[config.mk]
export PLATFORM = sky130hd
export DESIGN_NAME = timer_capture_restart
export DESIGN_NICKNAME = d
export VERILOG_FILES = /design/src/logic/capture_timer_pkg.sv /design/src/logic/timer_capture_restart.sv /design/src/logic/edge_detect.sv /design/src/logic/prescaler.sv
export SDC_FILE = /design/constraint.sdc
export NUM_CORES = 1
export LEC_CHECK = 0
export BUFFER_PORTS_ARGS = -buffer_cell sky130_fd_sc_hd__buf_2
export CAP_MARGIN = 20
export CORE_UTILIZATION = 60
export CTS_CLUSTER_DIAMETER = 150
export DETAILED_ROUTE_END_ITERATION = 8
export GPL_ROUTABILITY_DRIVEN = 0
export PLACE_DENSITY = 0.84
export SLEW_MARGIN = 25
export SYNTH_ARGS = -nofsm -noshare
export SYNTH_HDL_FRONTEND = slang
export SYNTH_SLANG_ARGS = --single-unit
[constraint.sdc]
create_clock -name aclk -period 5 [get_ports aclk]
set_clock_uncertainty 0.15 [all_clocks]
set_input_delay 0.25 -clock aclk [delete_from_list [all_inputs] [get_ports aclk]]
set_output_delay 0.25 -clock aclk [all_outputs]
set_load 0.05 [all_outputs]
[src/logic/capture_timer_pkg.sv]
// Constants for the capture-restart timer and its register slave
package capture_timer_pkg;
	// ********************
	// Register byte addresses
	// ********************
	localparam logic [7:0] control_offset     = 8'h00;
	localparam logic [7:0] control2_offset    = 8'h04;
	localparam logic [7:0] count_offset       = 8'h08;
	localparam logic [7:0] reload_offset      = 8'h0c;
	localparam logic [7:0] capture_offset     = 8'h10;
	localparam logic [7:0] irq_status_offset  = 8'h14;
	localparam logic [7:0] irq_mask_offset    = 8'h18;

	// ********************
	// Control register fields
	// ********************
	localparam int enable_bit     = 7;
	localparam int polarity_bit   = 6;
	localparam int prescale_lsb   = 3;
	localparam int prescale_width = 3;
	localparam int mode_lsb       = 0;
	localparam int mode_width     = 3;

	// ********************
	// Second control register fields
	// ********************
	localparam int mode_upper_pos   = 7;
	localparam int source_sel_lsb   = 5;
	localparam int cause_flag_pos   = 0;

	// Full four-bit mode code of capture-restart
	localparam logic [3:0] mode_capture_restart = 4'h9;

	// Interrupt source select codes
	localparam logic [1:0] source_both    = 2'h0;
	localparam logic [1:0] source_capture = 2'h2;
	localparam logic [1:0] source_reload  = 2'h3;

	// Interrupt status bit positions
	localparam int irq_capture_pos = 0;
	localparam int irq_reload_pos  = 1;

	// ********************
	// Reset and restart values, bus response codes
	// ********************
	localparam logic [15:0] count_reset    = 16'h0000;
	localparam logic [15:0] reload_reset   = 16'hffff;
	localparam logic [15:0] restart_count  = 16'h0001;
	localparam logic [1:0]  axi_okay       = 2'h0;
	localparam logic [1:0]  axi_slverr     = 2'h2;
endpackage : capture_timer_pkg

[src/logic/timer_capture_restart.sv]
// 16-bit capture-restart timer with an AXI4-Lite register slave
//
// Design decisions made here: the register offsets and the AXI4-Lite slave port.
`timescale 1ns/1ns
// Behaviour
// - An accepted input edge copies the count into the capture register.
// - In capture-restart mode the count advances on the prescaled clock.
// - The polarity bit picks rising or falling input edges for capture.
// - A capture raises the interrupt and restarts the count at 0001h.
// - A capture sets the capture-cause flag.
// - Without capture the count rises until it equals the reload value.
// - Reaching reload raises the interrupt and restarts the count at 0001h.
// - A reload without capture clears the capture-cause flag.
// - The source select limits interrupts to captures or reloads only.
// - The count advances once per prescale period of the system clock.
module timer_capture_restart
	import capture_timer_pkg::*;
(
	input  wire logic        aclk,          // System clock, 100 MHz
	input  wire logic        aresetn,       // Synchronous reset, low
	input  wire logic [7:0]  s_axi_awaddr,  // Write address
	input  wire logic        s_axi_awvalid, // Write address valid
	output wire logic        s_axi_awready, // Write address ready
	input  wire logic [31:0] s_axi_wdata,   // Write data
	input  wire logic [3:0]  s_axi_wstrb,   // Write byte strobes
	input  wire logic        s_axi_wvalid,  // Write data valid
	output wire logic        s_axi_wready,  // Write data ready
	output logic      [1:0]  s_axi_bresp,   // Write response
	output logic             s_axi_bvalid,  // Write response valid
	input  wire logic        s_axi_bready,  // Write response ready
	input  wire logic [7:0]  s_axi_araddr,  // Read address
	input  wire logic        s_axi_arvalid, // Read address valid
	output wire logic        s_axi_arready, // Read address ready
	output logic      [31:0] s_axi_rdata,   // Read data
	output logic      [1:0]  s_axi_rresp,   // Read response
	output logic             s_axi_rvalid,  // Read data valid
	input  wire logic        s_axi_rready,  // Read data ready
	input  wire logic        timer_in,      // Timer input pin
	output wire logic        irq            // Level interrupt
);
	// ********************
	// Registers
	// ********************
	logic [7:0]  control;
	logic [7:0]  control2;
	logic [15:0] count;
	logic [15:0] reload;
	logic [15:0] capture;
	logic [1:0]  irq_status;
	logic [1:0]  irq_mask;
	logic        aw_held;
	logic        w_held;
	logic [7:0]  aw_addr;
	logic [31:0] w_data;
	logic [3:0]  w_strb;

	// ********************
	// Control decode
	// ********************
	wire       enabled  = control[enable_bit];
	wire [3:0] mode     = {control2[mode_upper_pos],
		control[mode_lsb +: mode_width]};
	wire       cr_mode  = (mode == mode_capture_restart);
	wire       running  = enabled && cr_mode;
	wire [1:0] src_sel  = control2[source_sel_lsb +: 2];
	wire [2:0] pre_sel  = control[prescale_lsb +: prescale_width];

	// ********************
	// Timing events
	// ********************
	wire tick;
	wire edge_seen;
	wire capture_evt;

	edge_detect u_edge (
		.aclk       (aclk),
		.aresetn    (aresetn),
		.pin        (timer_in),
		.rising     (control[polarity_bit]),
		.edge_pulse (edge_seen)
	);

	prescaler #(.WIDTH(7)) u_pre (
		.aclk    (aclk),
		.aresetn (aresetn),
		.run     (running),
		// Capture restarts the period so later counts stay exact
		.restart (capture_evt),
		.shift   (pre_sel),
		.tick    (tick)
	);

	assign capture_evt = running && edge_seen;
	wire reload_evt  = running && tick && !capture_evt && (count == reload);
	wire cap_irq_ok  = (src_sel != source_reload);
	wire rel_irq_ok  = (src_sel != source_capture);

	// ********************
	// AXI4-Lite write path
	// ********************
	assign s_axi_awready = !aw_held && !s_axi_bvalid;
	assign s_axi_wready  = !w_held && !s_axi_bvalid;

	wire aw_take  = s_axi_awvalid && s_axi_awready;
	wire w_take   = s_axi_wvalid && s_axi_wready;
	wire have_aw  = aw_held || aw_take;
	wire have_w   = w_held || w_take;
	wire do_write = have_aw && have_w;
	wire [7:0]  wr_addr = aw_held ? aw_addr : s_axi_awaddr;
	wire [31:0] wr_data = w_held ? w_data : s_axi_wdata;
	wire [3:0]  wr_strb = w_held ? w_strb : s_axi_wstrb;
	wire wr_hit = (wr_addr == control_offset) || (wr_addr == control2_offset)
		|| (wr_addr == count_offset) || (wr_addr == reload_offset)
		|| (wr_addr == capture_offset) || (wr_addr == irq_status_offset)
		|| (wr_addr == irq_mask_offset);

	// Byte-lane merge of a 16-bit register
	function automatic logic [15:0] merge16(input logic [15:0] old,
		input logic [31:0] data, input logic [3:0] strb);
		merge16 = {strb[1] ? data[15:8] : old[15:8],
			strb[0] ? data[7:0] : old[7:0]};
	endfunction : merge16

	wire we_control  = do_write && wr_addr == control_offset && wr_strb[0];
	wire we_control2 = do_write && wr_addr == control2_offset && wr_strb[0];
	wire we_count    = do_write && wr_addr == count_offset;
	wire we_reload   = do_write && wr_addr == reload_offset;
	wire we_status   = do_write && wr_addr == irq_status_offset && wr_strb[0];
	wire we_mask     = do_write && wr_addr == irq_mask_offset && wr_strb[0];

	always_ff @(posedge aclk)
	begin
		if (!aresetn)
		begin
			aw_held      <= 1'b0;
			w_held       <= 1'b0;
			aw_addr      <= 8'h00;
			w_data       <= 32'h00000000;
			w_strb       <= 4'h0;
			s_axi_bvalid <= 1'b0;
			s_axi_bresp  <= axi_okay;
		end
		else
		begin
			if (aw_take && !do_write)
			begin
				aw_held <= 1'b1;
				aw_addr <= s_axi_awaddr;
			end
			if (w_take && !do_write)
			begin
				w_held <= 1'b1;
				w_data <= s_axi_wdata;
				w_strb <= s_axi_wstrb;
			end
			if (do_write)
			begin
				aw_held      <= 1'b0;
				w_held       <= 1'b0;
				s_axi_bvalid <= 1'b1;
				s_axi_bresp  <= wr_hit ? axi_okay : axi_slverr;
			end
			else if (s_axi_bready)
				s_axi_bvalid <= 1'b0;
		end
	end

	// ********************
	// Control and configuration
	// ********************
	always_ff @(posedge aclk)
	begin
		if (!aresetn)
		begin
			control  <= 8'h00;
			reload   <= reload_reset;
			irq_mask <= 2'h0;
		end
		else
		begin
			if (we_control)
				control <= wr_data[7:0];
			if (we_reload)
				reload <= merge16(reload, wr_data, wr_strb);
			if (we_mask)
				irq_mask <= wr_data[1:0];
		end
	end

	// Cause flag is hardware owned; software writes other bits only
	always_ff @(posedge aclk)
	begin
		if (!aresetn)
			control2 <= 8'h00;
		else
		begin
			if (we_control2)
				control2[7:1] <= wr_data[7:1];
			if (capture_evt)
				control2[cause_flag_pos] <= 1'b1;
			else if (reload_evt)
				control2[cause_flag_pos] <= 1'b0;
		end
	end

	// ********************
	// Counter and capture
	// ********************
	always_ff @(posedge aclk)
	begin
		if (!aresetn)
		begin
			count   <= count_reset;
			capture <= 16'h0000;
		end
		else
		begin
			if (capture_evt)
				capture <= count;
			if (capture_evt)
				count <= restart_count;
			else if (reload_evt)
				count <= restart_count;
			else if (running && tick)
				count <= count + 16'h0001;
			else if (we_count)
				count <= merge16(count, wr_data, wr_strb);
		end
	end

	// ********************
	// Interrupt status
	// ********************
	wire [1:0] irq_set = {reload_evt && rel_irq_ok,
		capture_evt && cap_irq_ok};
	wire [1:0] irq_clr = we_status ? wr_data[1:0] : 2'h0;

	// Set wins over a write-one clear in the same cycle
	always_ff @(posedge aclk)
	begin
		if (!aresetn)
			irq_status <= 2'h0;
		else
			irq_status <= (irq_status & ~irq_clr) | irq_set;
	end

	assign irq = |(irq_status & irq_mask);

	// ********************
	// AXI4-Lite read path
	// ********************
	assign s_axi_arready = !s_axi_rvalid;
	wire ar_take = s_axi_arvalid && s_axi_arready;

	logic [31:0] rd_mux;
	logic        rd_hit;
	always_comb
	begin
		rd_hit = 1'b1;
		case (s_axi_araddr)
			control_offset:    rd_mux = {24'h000000, control};
			control2_offset:   rd_mux = {24'h000000, control2};
			count_offset:      rd_mux = {16'h0000, count};
			reload_offset:     rd_mux = {16'h0000, reload};
			capture_offset:    rd_mux = {16'h0000, capture};
			irq_status_offset: rd_mux = {30'h0, irq_status};
			irq_mask_offset:   rd_mux = {30'h0, irq_mask};
			default:
			begin
				rd_mux = 32'h00000000;
				rd_hit = 1'b0;
			end
		endcase
	end

	always_ff @(posedge aclk)
	begin
		if (!aresetn)
		begin
			s_axi_rvalid <= 1'b0;
			s_axi_rdata  <= 32'h00000000;
			s_axi_rresp  <= axi_okay;
		end
		else if (ar_take)
		begin
			s_axi_rvalid <= 1'b1;
			s_axi_rdata  <= rd_mux;
			s_axi_rresp  <= rd_hit ? axi_okay : axi_slverr;
		end
		else if (s_axi_rready)
			s_axi_rvalid <= 1'b0;
	end
endmodule : timer_capture_restart

[src/logic/edge_detect.sv]
// Selectable-polarity edge detector for the timer input pin
`timescale 1ns/1ns
module edge_detect
	import capture_timer_pkg::*;
(
	input  wire logic aclk,        // System clock
	input  wire logic aresetn,     // Synchronous reset, active low
	input  wire logic pin,         // Timer input level
	input  wire logic rising,      // 1 selects rising edges
	output wire logic edge_pulse   // One-cycle edge pulse
);
	logic last;

	always_ff @(posedge aclk)
	begin
		if (!aresetn)
			last <= 1'b0;
		else
			last <= pin;
	end

	assign edge_pulse = rising ? (pin & ~last) : (~pin & last);
endmodule : edge_detect

[src/logic/prescaler.sv]
// Power-of-two prescaler giving one tick per prescale period
`timescale 1ns/1ns
module prescaler
	import capture_timer_pkg::*;
#(
	parameter int WIDTH = 7
)
(
	input  wire logic       aclk,      // System clock
	input  wire logic       aresetn,   // Synchronous reset, active low
	input  wire logic       run,       // Count while high
	input  wire logic       restart,   // Restart the period
	input  wire logic [2:0] shift,     // Divide by 2**shift
	output wire logic       tick       // One-cycle tick per period
);
	logic [WIDTH-1:0] divider;
	wire  [WIDTH-1:0] limit = WIDTH'((1 << shift) - 1);

	assign tick = run && (divider == limit);

	always_ff @(posedge aclk)
	begin
		if (!aresetn || !run || restart || tick)
			divider <= '0;
		else
			divider <= divider + WIDTH'(1);
	end
endmodule : prescaler

### Word level (Yosys, flattened, before mapping)

Cells that the tools add are included.

| word-level totals | value |
|---|---|
| register bits after elaboration | 142 |
| bits of input ports | 60 |
| word-level logic and storage cells | 138 |

| cells by class | value |
|---|---|
| add/sub/neg operators | 3 |
| equality and inequality tests | 17 |
| shifts and indexed selects | 1 |
| multiplexer cells | 21 |
| bitwise operators | 9 |
| reduce and logical (&&, ||, !) cells | 64 |

Operators with widths:

| operator | number |
|---|---|
| 16-bit case mux with 7 select lines | 1 |
| 8-bit by 5-bit == test with 1-bit output, second input constant | 6 |
| 16-bit 2-to-1 mux | 3 |
| 8-bit by 4-bit == test with 1-bit output, second input constant | 4 |
| 1-bit logical AND | 26 |
| 8-bit 2-to-1 mux | 3 |
| 16-bit by 1-bit adder with 16-bit output, second input constant | 1 |
| 16-bit == test | 1 |
| 8-bit by 3-bit == test with 1-bit output, second input constant | 2 |
| 8-bit zero test | 2 |
| 2-bit nonzero test | 6 |
| 1-bit logical OR | 11 |
| 1-bit 2-to-1 mux | 10 |
| 2-bit AND reduction | 5 |
| 1-bit zero test | 8 |
| 2-bit 2-to-1 mux | 4 |
| 4-bit nonzero test | 2 |
| 7-bit by 1-bit adder with 7-bit output, second input constant | 1 |
| 7-bit == test | 1 |
| 7-bit OR reduction | 1 |
| 1-bit by 3-bit left shift with 7-bit output, first input constant | 1 |
| 7-bit by 2-bit subtractor with 7-bit output, second input constant | 1 |
| 2-bit bitwise AND | 2 |
| 4-bit == test, second input constant | 1 |
| other kinds (7) | 12 |

### Longest topological paths before layout

Gate-level depths: netlist of the first run.

| logic depth | value |
|---|---|
| word-level depth | 11 |
| mapped depth | 9 |
| gate-level depth less buffers | 7 |

### Hierarchy

Synthesis of the first run repeated with hierarchy kept, for this count alone.

| second synthesis, totals | value |
|---|---|
| cells, all modules | 706 |
| area, all modules | 6,251.0 µm² |

By module, submodules not included:

| module | instances | cells an instance | area each (µm²) | sequential area each (µm²) |
|---|---|---|---|---|
| timer_capture_restart | 1 | 649 | 5,719.2 | 2,322.2 |
| prescaler | 1 | 52 | 481.7 | 140.1 |
| edge_detect | 1 | 5 | 50.0 | 20.0 |

### Worst setup path after synthesis of the first run

No wires, ideal clock.

| path | value |
|---|---|
| path kind | register -> register |
| from | register s_axi_bvalid |
| to | register irq_mask[0] |
| library setup time | 124 ps |
| arrival time | 2,338 ps |
| required time | 4,726 ps |
| slack | 2,388 ps |
| stages on the path, launching flop included | 7 |
| buffers on the path | 0 |
| cells stage by stage | dfxtp_1 > or2b_2 > a222oi_1 > nand2b_2 > or4b_4 > mux2i_1 > nor2_1 |

| between the ends | value |
|---|---|
| longest elaborated chain between the ends | 7 |

RTL lines:

| item | RTL line | text |
|---|---|---|
| start: declaration | timer_capture_restart.sv:29 | `output logic s_axi_bvalid,` |
| start signal: assignment | timer_capture_restart.sv:140 | `s_axi_bvalid <= 1'b0;` |
| start signal: assignment | timer_capture_restart.sv:160 | `s_axi_bvalid <= 1'b1;` |
| start signal: assignment | timer_capture_restart.sv:164 | `s_axi_bvalid <= 1'b0;` |
| 1-bit zero test (*) | timer_capture_restart.sv:101, timer_capture_restart.sv:102 |  |
| 1-bit logical AND (on tied branches) | timer_capture_restart.sv:101, timer_capture_restart.sv:102 |  |
| 1-bit logical AND (on tied branches) | timer_capture_restart.sv:104, timer_capture_restart.sv:105 |  |
| 1-bit logical OR (on tied branches) | timer_capture_restart.sv:106, timer_capture_restart.sv:107 |  |
| 1-bit logical AND (*) | timer_capture_restart.sv:108 | `wire do_write = have_aw && have_w;` |
| 1-bit logical AND (*) (2 in series) | timer_capture_restart.sv:129 | `wire we_mask = do_write && wr_addr == irq_mask_offset && wr_strb[0];` |
| end signal: assignment | timer_capture_restart.sv:186 | `irq_mask <= wr_data[1:0];` |
| end: declaration | timer_capture_restart.sv:50 | `logic [1:0] irq_mask;` |

Every way passes the cells marked *; elsewhere a longest branch is shown, timed or not.
A chain may end at the register's enable or synchronous reset.

### Worst setup path after layout of the first run

| path | value |
|---|---|
| from | register aw_held |
| to | register count[10] |

| between the ends | value |
|---|---|
| longest elaborated chain between the ends | 8 |

RTL lines:

| item | RTL line | text |
|---|---|---|
| start: declaration | timer_capture_restart.sv:51 | `logic aw_held;` |
| start signal: assignment | timer_capture_restart.sv:135 | `aw_held <= 1'b0;` |
| start signal: assignment | timer_capture_restart.sv:147 | `aw_held <= 1'b1;` |
| start signal: assignment | timer_capture_restart.sv:158 | `aw_held <= 1'b0;` |
| branches (longest 5 deep; another with 8-bit 2-to-1 mux) | n/a |  |
| 1-bit logical AND (*) | timer_capture_restart.sv:126 | `wire we_count = do_write && wr_addr == count_offset;` |
| 2-bit nonzero test (no source line) (*) | n/a |  |
| 2-bit AND reduction (no source line) (*) | n/a |  |
| end signal: assignment | timer_capture_restart.sv:213 | `count <= count_reset;` |
| end signal: assignment | timer_capture_restart.sv:221 | `count <= restart_count;` |
| end signal: assignment | timer_capture_restart.sv:223 | `count <= restart_count;` |
| end: declaration | timer_capture_restart.sv:46 | `logic [15:0] count;` |

Mark *: on every way between the ends.

==> metrics.txt, run 1 <==
Mapped Cells=687; setup_tns=0 ps; Synth async-reset ratio=0; Compound-Gate Fraction of Synth Area=0.143; Design Area, Final=7380 um2; largest net degree at the start of global routing=51; final hold slack=5.24 ps; Reg2Reg Setup Slack=1660 ps; Placed Area=6450 um2; synthesis-to-layout area growth=18.9%; Synth Area in Adders=0.00403; XOR/XNOR Fraction of Synth Area=0.0296; routing usage on met2=0.520; most common cell after layout, fill and taps aside=dfxtp_1; Worst Setup SP=aw_held; global-route wire length before repair=26400 um; actual slew at the worst max-slew pin=911 ps; CP required=5270 ps; max_cap viols=0; clock root cell=clkbuf_8; die area=10800 um2; post-synthesis register bit count=124; R2R Path Start=aw_held; setup ws final=1660 ps; PortBufs=65; Tot GR Track Use=0.310; Initial Util=0.627; critical path type=register to register; final worst path period share=0.669; row count=36; CP Max Fanout=16; Routed WL=16500 um; Peak VDD IR=248 uV; final slew viol count=0; Lkg Pwr=3.25 nW; CP arrival=3620 ps; post-CTS sizing=0; Power Total=2.57 mW; CTS tree=built; commonest cells after routing, fill and taps aside=124 x dfxtp_1, 100 x nor2_1, 84 x mux2i_1; Relative slew margins=0.392; startpoint class of the critical path=register; H-tree depth=4; layout cells sized above 1=0.173; DRT antenna net count=0; GRT Residual Overflow=0; status=finished, final reports clean; initial antenna violation count=0; nets=823; initial DRC count=610; synthesized area=6210 um2; clock buffer depth=2; die width=104 um; Avg Inst Size Synth=9.04 um2; drt first pass iters=6; Core Area=9910 um2; Crit. End Element=register; pre-CTS setup slack=1740 ps; post-CTS setup buffer count=0; number of flops mapped to enable cells by yosys=0; Main synth FF type=dfxtp_1; PwrDens=349 nW/um2; Num CTS Buffers=17; RSZ-0062 raised after global routing=no; largest family of logic cells by synthesized area=simple AND/OR/NAND/NOR gates; min Tclk post-route=3340 ps; Critical R2R Capture=count[10]; Post-DP HPWL=10700 um; met3 Usage GRT=0.0919; vias per std cell=6.16; post-synthesis cell type count=73; final setup fails=0; clock sinks=124; drc violations=0; number of global-route vias before repair=5340; Yosys warning count=0; post-synthesis sequential area ratio=0.400; R2R depth=5; worst setup path end=count[10]; IO Count=102; WL/cell=18.1 um; Clock transition at path regs=60 ps; met1 GRT Util=0.378; Post-Synth Simple-Gate Area=0.192; Die Y=104 um; fraction of synthesized area in multiplexers=0.166; via count=5589; HP Class=input pin to register; hold violation total from the final report=0; busiest grt layer=met2; fmax=299 MHz; clk_lat worst skew=530 ps; Antenna Cells=0
## final cells by class
cell class	instances	area (um2)
timing repair buffer	102	683
clock buffer	19	442
multi-input combinational	504	3400
fill	675	2530
sequential	124	2480
tap	133	166
clock inverter	13	164
inverter	12	45.0
## critical path, stage by stage, from the launching register on
cell	delay [ps]
dfxtp_1	620
or4b_1	500
a222oi_1	780
o2111ai_2	580
o311a_1	300
o31a_1	300
## kinds of logic (layout without fill, tap and decap cells)
logic type | after synthesis | count (layout)
simple gates | 247 | 247
flops | 124 | 124
fa+ha+maj | 2 | 2
mux | 98 | 98
compound gates | 118 | 118
buf+inv | 76 | 146
other cells | 1 | 18
xor+xnor | 21 | 21
## routing by layer
layer  routed length [um]  share of wire
met1                 6510           0.40
met4                  480          0.029
met2                 7990           0.49
met3                 1480          0.090
met5                    0              0
## cells in the mapped netlist, drive strengths merged (2+ instances only)
cell type | instances | share of area
clkbuf | 31 | 0.019
o211ai | 12 | 0.015
a211oi | 3 | 0.0036
or3b | 3 | 0.0042
and3 | 8 | 0.0081
mux4 | 3 | 0.011
and4 | 2 | 0.0028
nand4 | 2 | 0.0020
or2b | 2 | 0.0028
or4 | 8 | 0.0097
and2 | 7 | 0.0073
nor3 | 7 | 0.0056
dfxtp | 124 | 0.40
a31oi | 10 | 0.010
nor2 | 100 | 0.060
mux2i | 84 | 0.14
a22oi | 3 | 0.0036
ha | 2 | 0.0040
a2bb2oi | 11 | 0.016
nand2 | 55 | 0.034
o21ai | 18 | 0.015
mux2 | 11 | 0.020
or4b | 3 | 0.0054
a21o | 5 | 0.0060
nor4 | 9 | 0.0091
o311a | 4 | 0.0064
inv | 12 | 0.0073
nand3 | 16 | 0.013
buf | 31 | 0.036
or3 | 7 | 0.0070
a222oi | 13 | 0.021
nor2b | 3 | 0.0030
o2111ai | 3 | 0.0052
dlygate4sd1 | 2 | 0.0028
o31a | 4 | 0.0056
xnor2 | 3 | 0.0042
or2 | 3 | 0.0030
a21oi | 16 | 0.014
nor3b | 2 | 0.0024
xor2 | 18 | 0.025
a221oi | 3 | 0.0042
nand4b | 2 | 0.0028
nand2b | 6 | 0.0064
## power breakdown
group / total, mW / switching, mW / leakage, nW / internal, mW
registers: 1.03 / 0.0194 / 1.00 / 1.01
clock network: 1.27 / 0.477 / 0.283 / 0.788
logic: 0.277 / 0.177 / 1.97 / 0.0995
total: 2.57 / 0.674 / 3.25 / 1.90
## registers in the layout, summed over array words and instances, names as in the netlist
name,count
capture,16
count,16
reload,16
s_axi_rdata,16
w_data,16
aw_addr,8
control2,8
control,8
u_pre.divider,7
irq_mask,2
irq_status,2
w_strb,2
aw_held,1
s_axi_bresp,1
s_axi_bvalid,1
s_axi_rresp,1
s_axi_rvalid,1
u_edge.last,1
w_held,1
## how the worst min path moves through the flow
stage | from | to | slack [ps] | cells past startpoint
2_1_floorplan | s_axi_rready | s_axi_rvalid | 200 | 1
3_5_place_dp | s_axi_rready | s_axi_rvalid | 290 | 2
6_report | aresetn | reload[5] | 5 | 2
3_3_place_gp | s_axi_rready | s_axi_rvalid | 290 | 2
5_1_grt | s_axi_araddr[6] | s_axi_rresp[1] | 20 | 3
4_1_cts | aresetn | reload[3] | 2 | 2
## repair_timing
action	in CTS	in global routing
endpoints found under the hold margin	39	0
setup endpoints to repair	0	0
hold buffers	32	0
## stage by stage
stage,std cells,utilization
detailed placement,843,0.651
global route,907,0.745
CTS,907,0.745
finish,907,0.745
floorplan,704,-
global placement,843,0.651
Note: power is estimated with default switching activity, not from simulation.
==> run 2, diff against run 1 <==
--- a/config.mk
+++ b/config.mk
@@ -7,11 +7,11 @@
 export LEC_CHECK = 0
 export BUFFER_PORTS_ARGS = -buffer_cell sky130_fd_sc_hd__buf_2
 export CAP_MARGIN = 20
-export CORE_UTILIZATION = 60
+export CORE_UTILIZATION = 57
 export CTS_CLUSTER_DIAMETER = 150
 export DETAILED_ROUTE_END_ITERATION = 8
 export GPL_ROUTABILITY_DRIVEN = 0
-export PLACE_DENSITY = 0.84
+export PLACE_DENSITY = 0.81
 export SLEW_MARGIN = 25
 export SYNTH_ARGS = -nofsm -noshare
 export SYNTH_HDL_FRONTEND = slang
==> constraint.sdc (replaced) <==
create_clock -name aclk -period 3.1 [get_ports aclk]
set_clock_uncertainty 0.15 [all_clocks]
set_input_delay 0.155 -clock aclk [delete_from_list [all_inputs] [get_ports aclk]]
set_output_delay 0.155 -clock aclk [all_outputs]
set_load 0.05 [all_outputs]
==> run 2 against run 1 <==
First-iteration DRC count decreased by 0.33%. Core utilization decreased by 2.2 points. Largest power group unchanged. Global-route usage decreased by 0.87 points. Critical path type unchanged. Hold slack improved by 19 ps. Sequential cell count unchanged.
==> metrics.txt, run 2 (synthesis gave the netlist of run 1 again) <==
status=finished, final reports clean; Crit. End Element=register; CP bufs+invs=1 (+1); WL/cell=17.9 um (-1.6%); most used cell, CP=a31oi_1; max_cap viols=0 (unchanged); Cell Int Power=3.34 mW (+76%); NetSw=1.04 mW (+55%); Peak VDD IR=464 uV (+88%); Worst path slowest cell=dfxtp_1; slowest stage delay, CP=550 ps (-230 ps); Tot GR Track Use=0.302 (-0.00865); Lkg Pwr=3.36 nW (+3.3%); Comb pwr share=0.105 (-0.002); Num CTS Buffers=17 (unchanged); final hold slack=24.0 ps (+18.7 ps); setup_tns=0 ps (unchanged); row count=37 (+2.8%); hold violation total from the final report=0 (unchanged); Die Y=106 um (+2.5%); commonest cells after routing, fill and taps aside=124 x dfxtp_1, 100 x nor2_1, 84 x mux2i_1; Initial Util=0.594 (-0.0331); critical path type=register to register; drc violations=0 (unchanged); clock root cell=clkbuf_8; CP Cell Sequence=or3b_1, a31oi_1, o2111a_1, nand2_1, buf_4, or4_1, a31oi_1; drt first pass iters=8 (+2); CP arrival=3090 ps (-530 ps); clock sinks=124 (unchanged); CP required=3400 ps (-1870 ps); RSZ-0062 raised after global routing=no; min Tclk post-route=2800 ps (-548 ps); most common cell after layout, fill and taps aside=dfxtp_1; die area=11300 um2 (+5.2%); clk_lat worst skew=530 ps (about the same); final slew viol count=0 (unchanged); delay-heaviest family, CP=simple AND/OR/NAND/NOR gates; Antenna Cells=0 (unchanged); die width=106 um (+2.5%); Clock power frac=0.515 (+0.023); Seq pwr share=0.379 (-0.022); post-CTS sizing=0 (unchanged); PwrDens=579 nW/um2 (+66%); final worst path period share=0.902 (+0.233); CTS tree=built; actual slew at the worst max-slew pin=814 ps (-97.9 ps); nets=837 (+1.7%); Post-DP HPWL=10800 um (+0.79%); number of global-route vias before repair=5425 (+1.6%); Relative slew margins=0.457 (+0.0645); layout cells sized above 1=0.178 (+0.00454); Core Area=10500 um2 (+5.6%); via count=5566 (-0.41%); # fillers=764 (+13%); IO Count=102 (unchanged); initial antenna violation count=0 (unchanged); Routed WL=16500 um (+0.26%); PortBufs=65 (unchanged); synthesis-to-layout area growth=21.8%; GRT Residual Overflow=0 (unchanged); Clock transition at path regs=60 ps (about the same); switching part of the total=0.238 (-0.0236); DRT antenna net count=0 (unchanged); final setup fails=0 (unchanged); H-tree depth=4 (unchanged); global-route wire length before repair=26300 um (-0.34%); clock buffer depth=2 (unchanged); largest net degree at the start of global routing=44 (-14%); CP Max Fanout=15 (-1); initial DRC count=608 (-0.33%); post-CTS setup buffer count=0 (unchanged); HP Class=input pin to register; fmax=358 MHz (+20%); vias per std cell=6.02 (-2.2%); startpoint class of the critical path=register
run 2: cell count changes in the layout (fill, tap and decap cells not counted), sizes merged:
cell / change
buf: +9
bufinv: +3
clkbuf: +3
clkinv: +1
clkinvlp: -4
dlygate4sd3: +5
inv: -3
run 2: area by class of cell:
| class | count | area, um2 | share of cell area |
|---|---|---|---|
| clock inverter | 10 | 210 | 0.0278 |
| tap | 136 | 170 | 0.0225 |
| timing repair buffer | 116 | 801 | 0.106 |
| sequential | 124 | 2480 | 0.328 |
| inverter | 12 | 45.0 | 0.00595 |
| multi-input combinational | 504 | 3400 | 0.449 |
| clock buffer | 22 | 463 | 0.0612 |
run 2: stage by stage:
stage                     instance area, um2  total power [mW]  worst slack [ps]   util  cells
after floorplan                         6280              2.02               488      -    704
after global placement                  6520              2.09               384  0.624    855
after detailed placement                6520              2.10               350  0.624    855
after CTS                               7570              4.37               348  0.723    924
after global routing                    7570              4.50               121  0.723    924
final                                   7570              4.38               304  0.723    924
run 2: layer usage:
layer | vias up | global-route usage | wire [um]
li1 | 2615 | - | -
met1 | 2618 | 0.363 | 6850
met2 | 278 | 0.500 | 7870
met3 | 55 | 0.0668 | 1200
met4 | 0 | 0.163 | 583
met5 | - | 0 | 0
run 2: worst min-delay path: stages:
cell	delay, ps
buf_2	100
nor2_1	110
a221oi_1	90
a2bb2oi_1	140
nor2_1	80
run 2: path summary, 6_finish.rpt:
check	from	endpoint	slack, ps	cells past startpoint
setup / recovery	control[4]	count[6]	300	7
hold reg to reg	s_axi_rdata[1]	s_axi_rdata[1]	310	2
setup reg to reg	control[4]	count[6]	300	7
hold / removal	s_axi_araddr[0]	s_axi_rdata[0]	20	5
run 2: power by group through the flow:
stage               clock network [mW]  logic (mW)  registers (mW)
floorplan                            0       0.315            1.71
global placement                     0       0.398            1.69
detailed placement                   0       0.408            1.70
CTS                               2.26       0.448            1.66
global route                      2.34       0.491            1.67
finish                            2.26       0.462            1.66
run 2: timing repair:
action | CTS | global route
hold buffers | 37 | 0
hold endpoints to repair | 71 | 0
endpoints found under the setup margin | 0 | 0
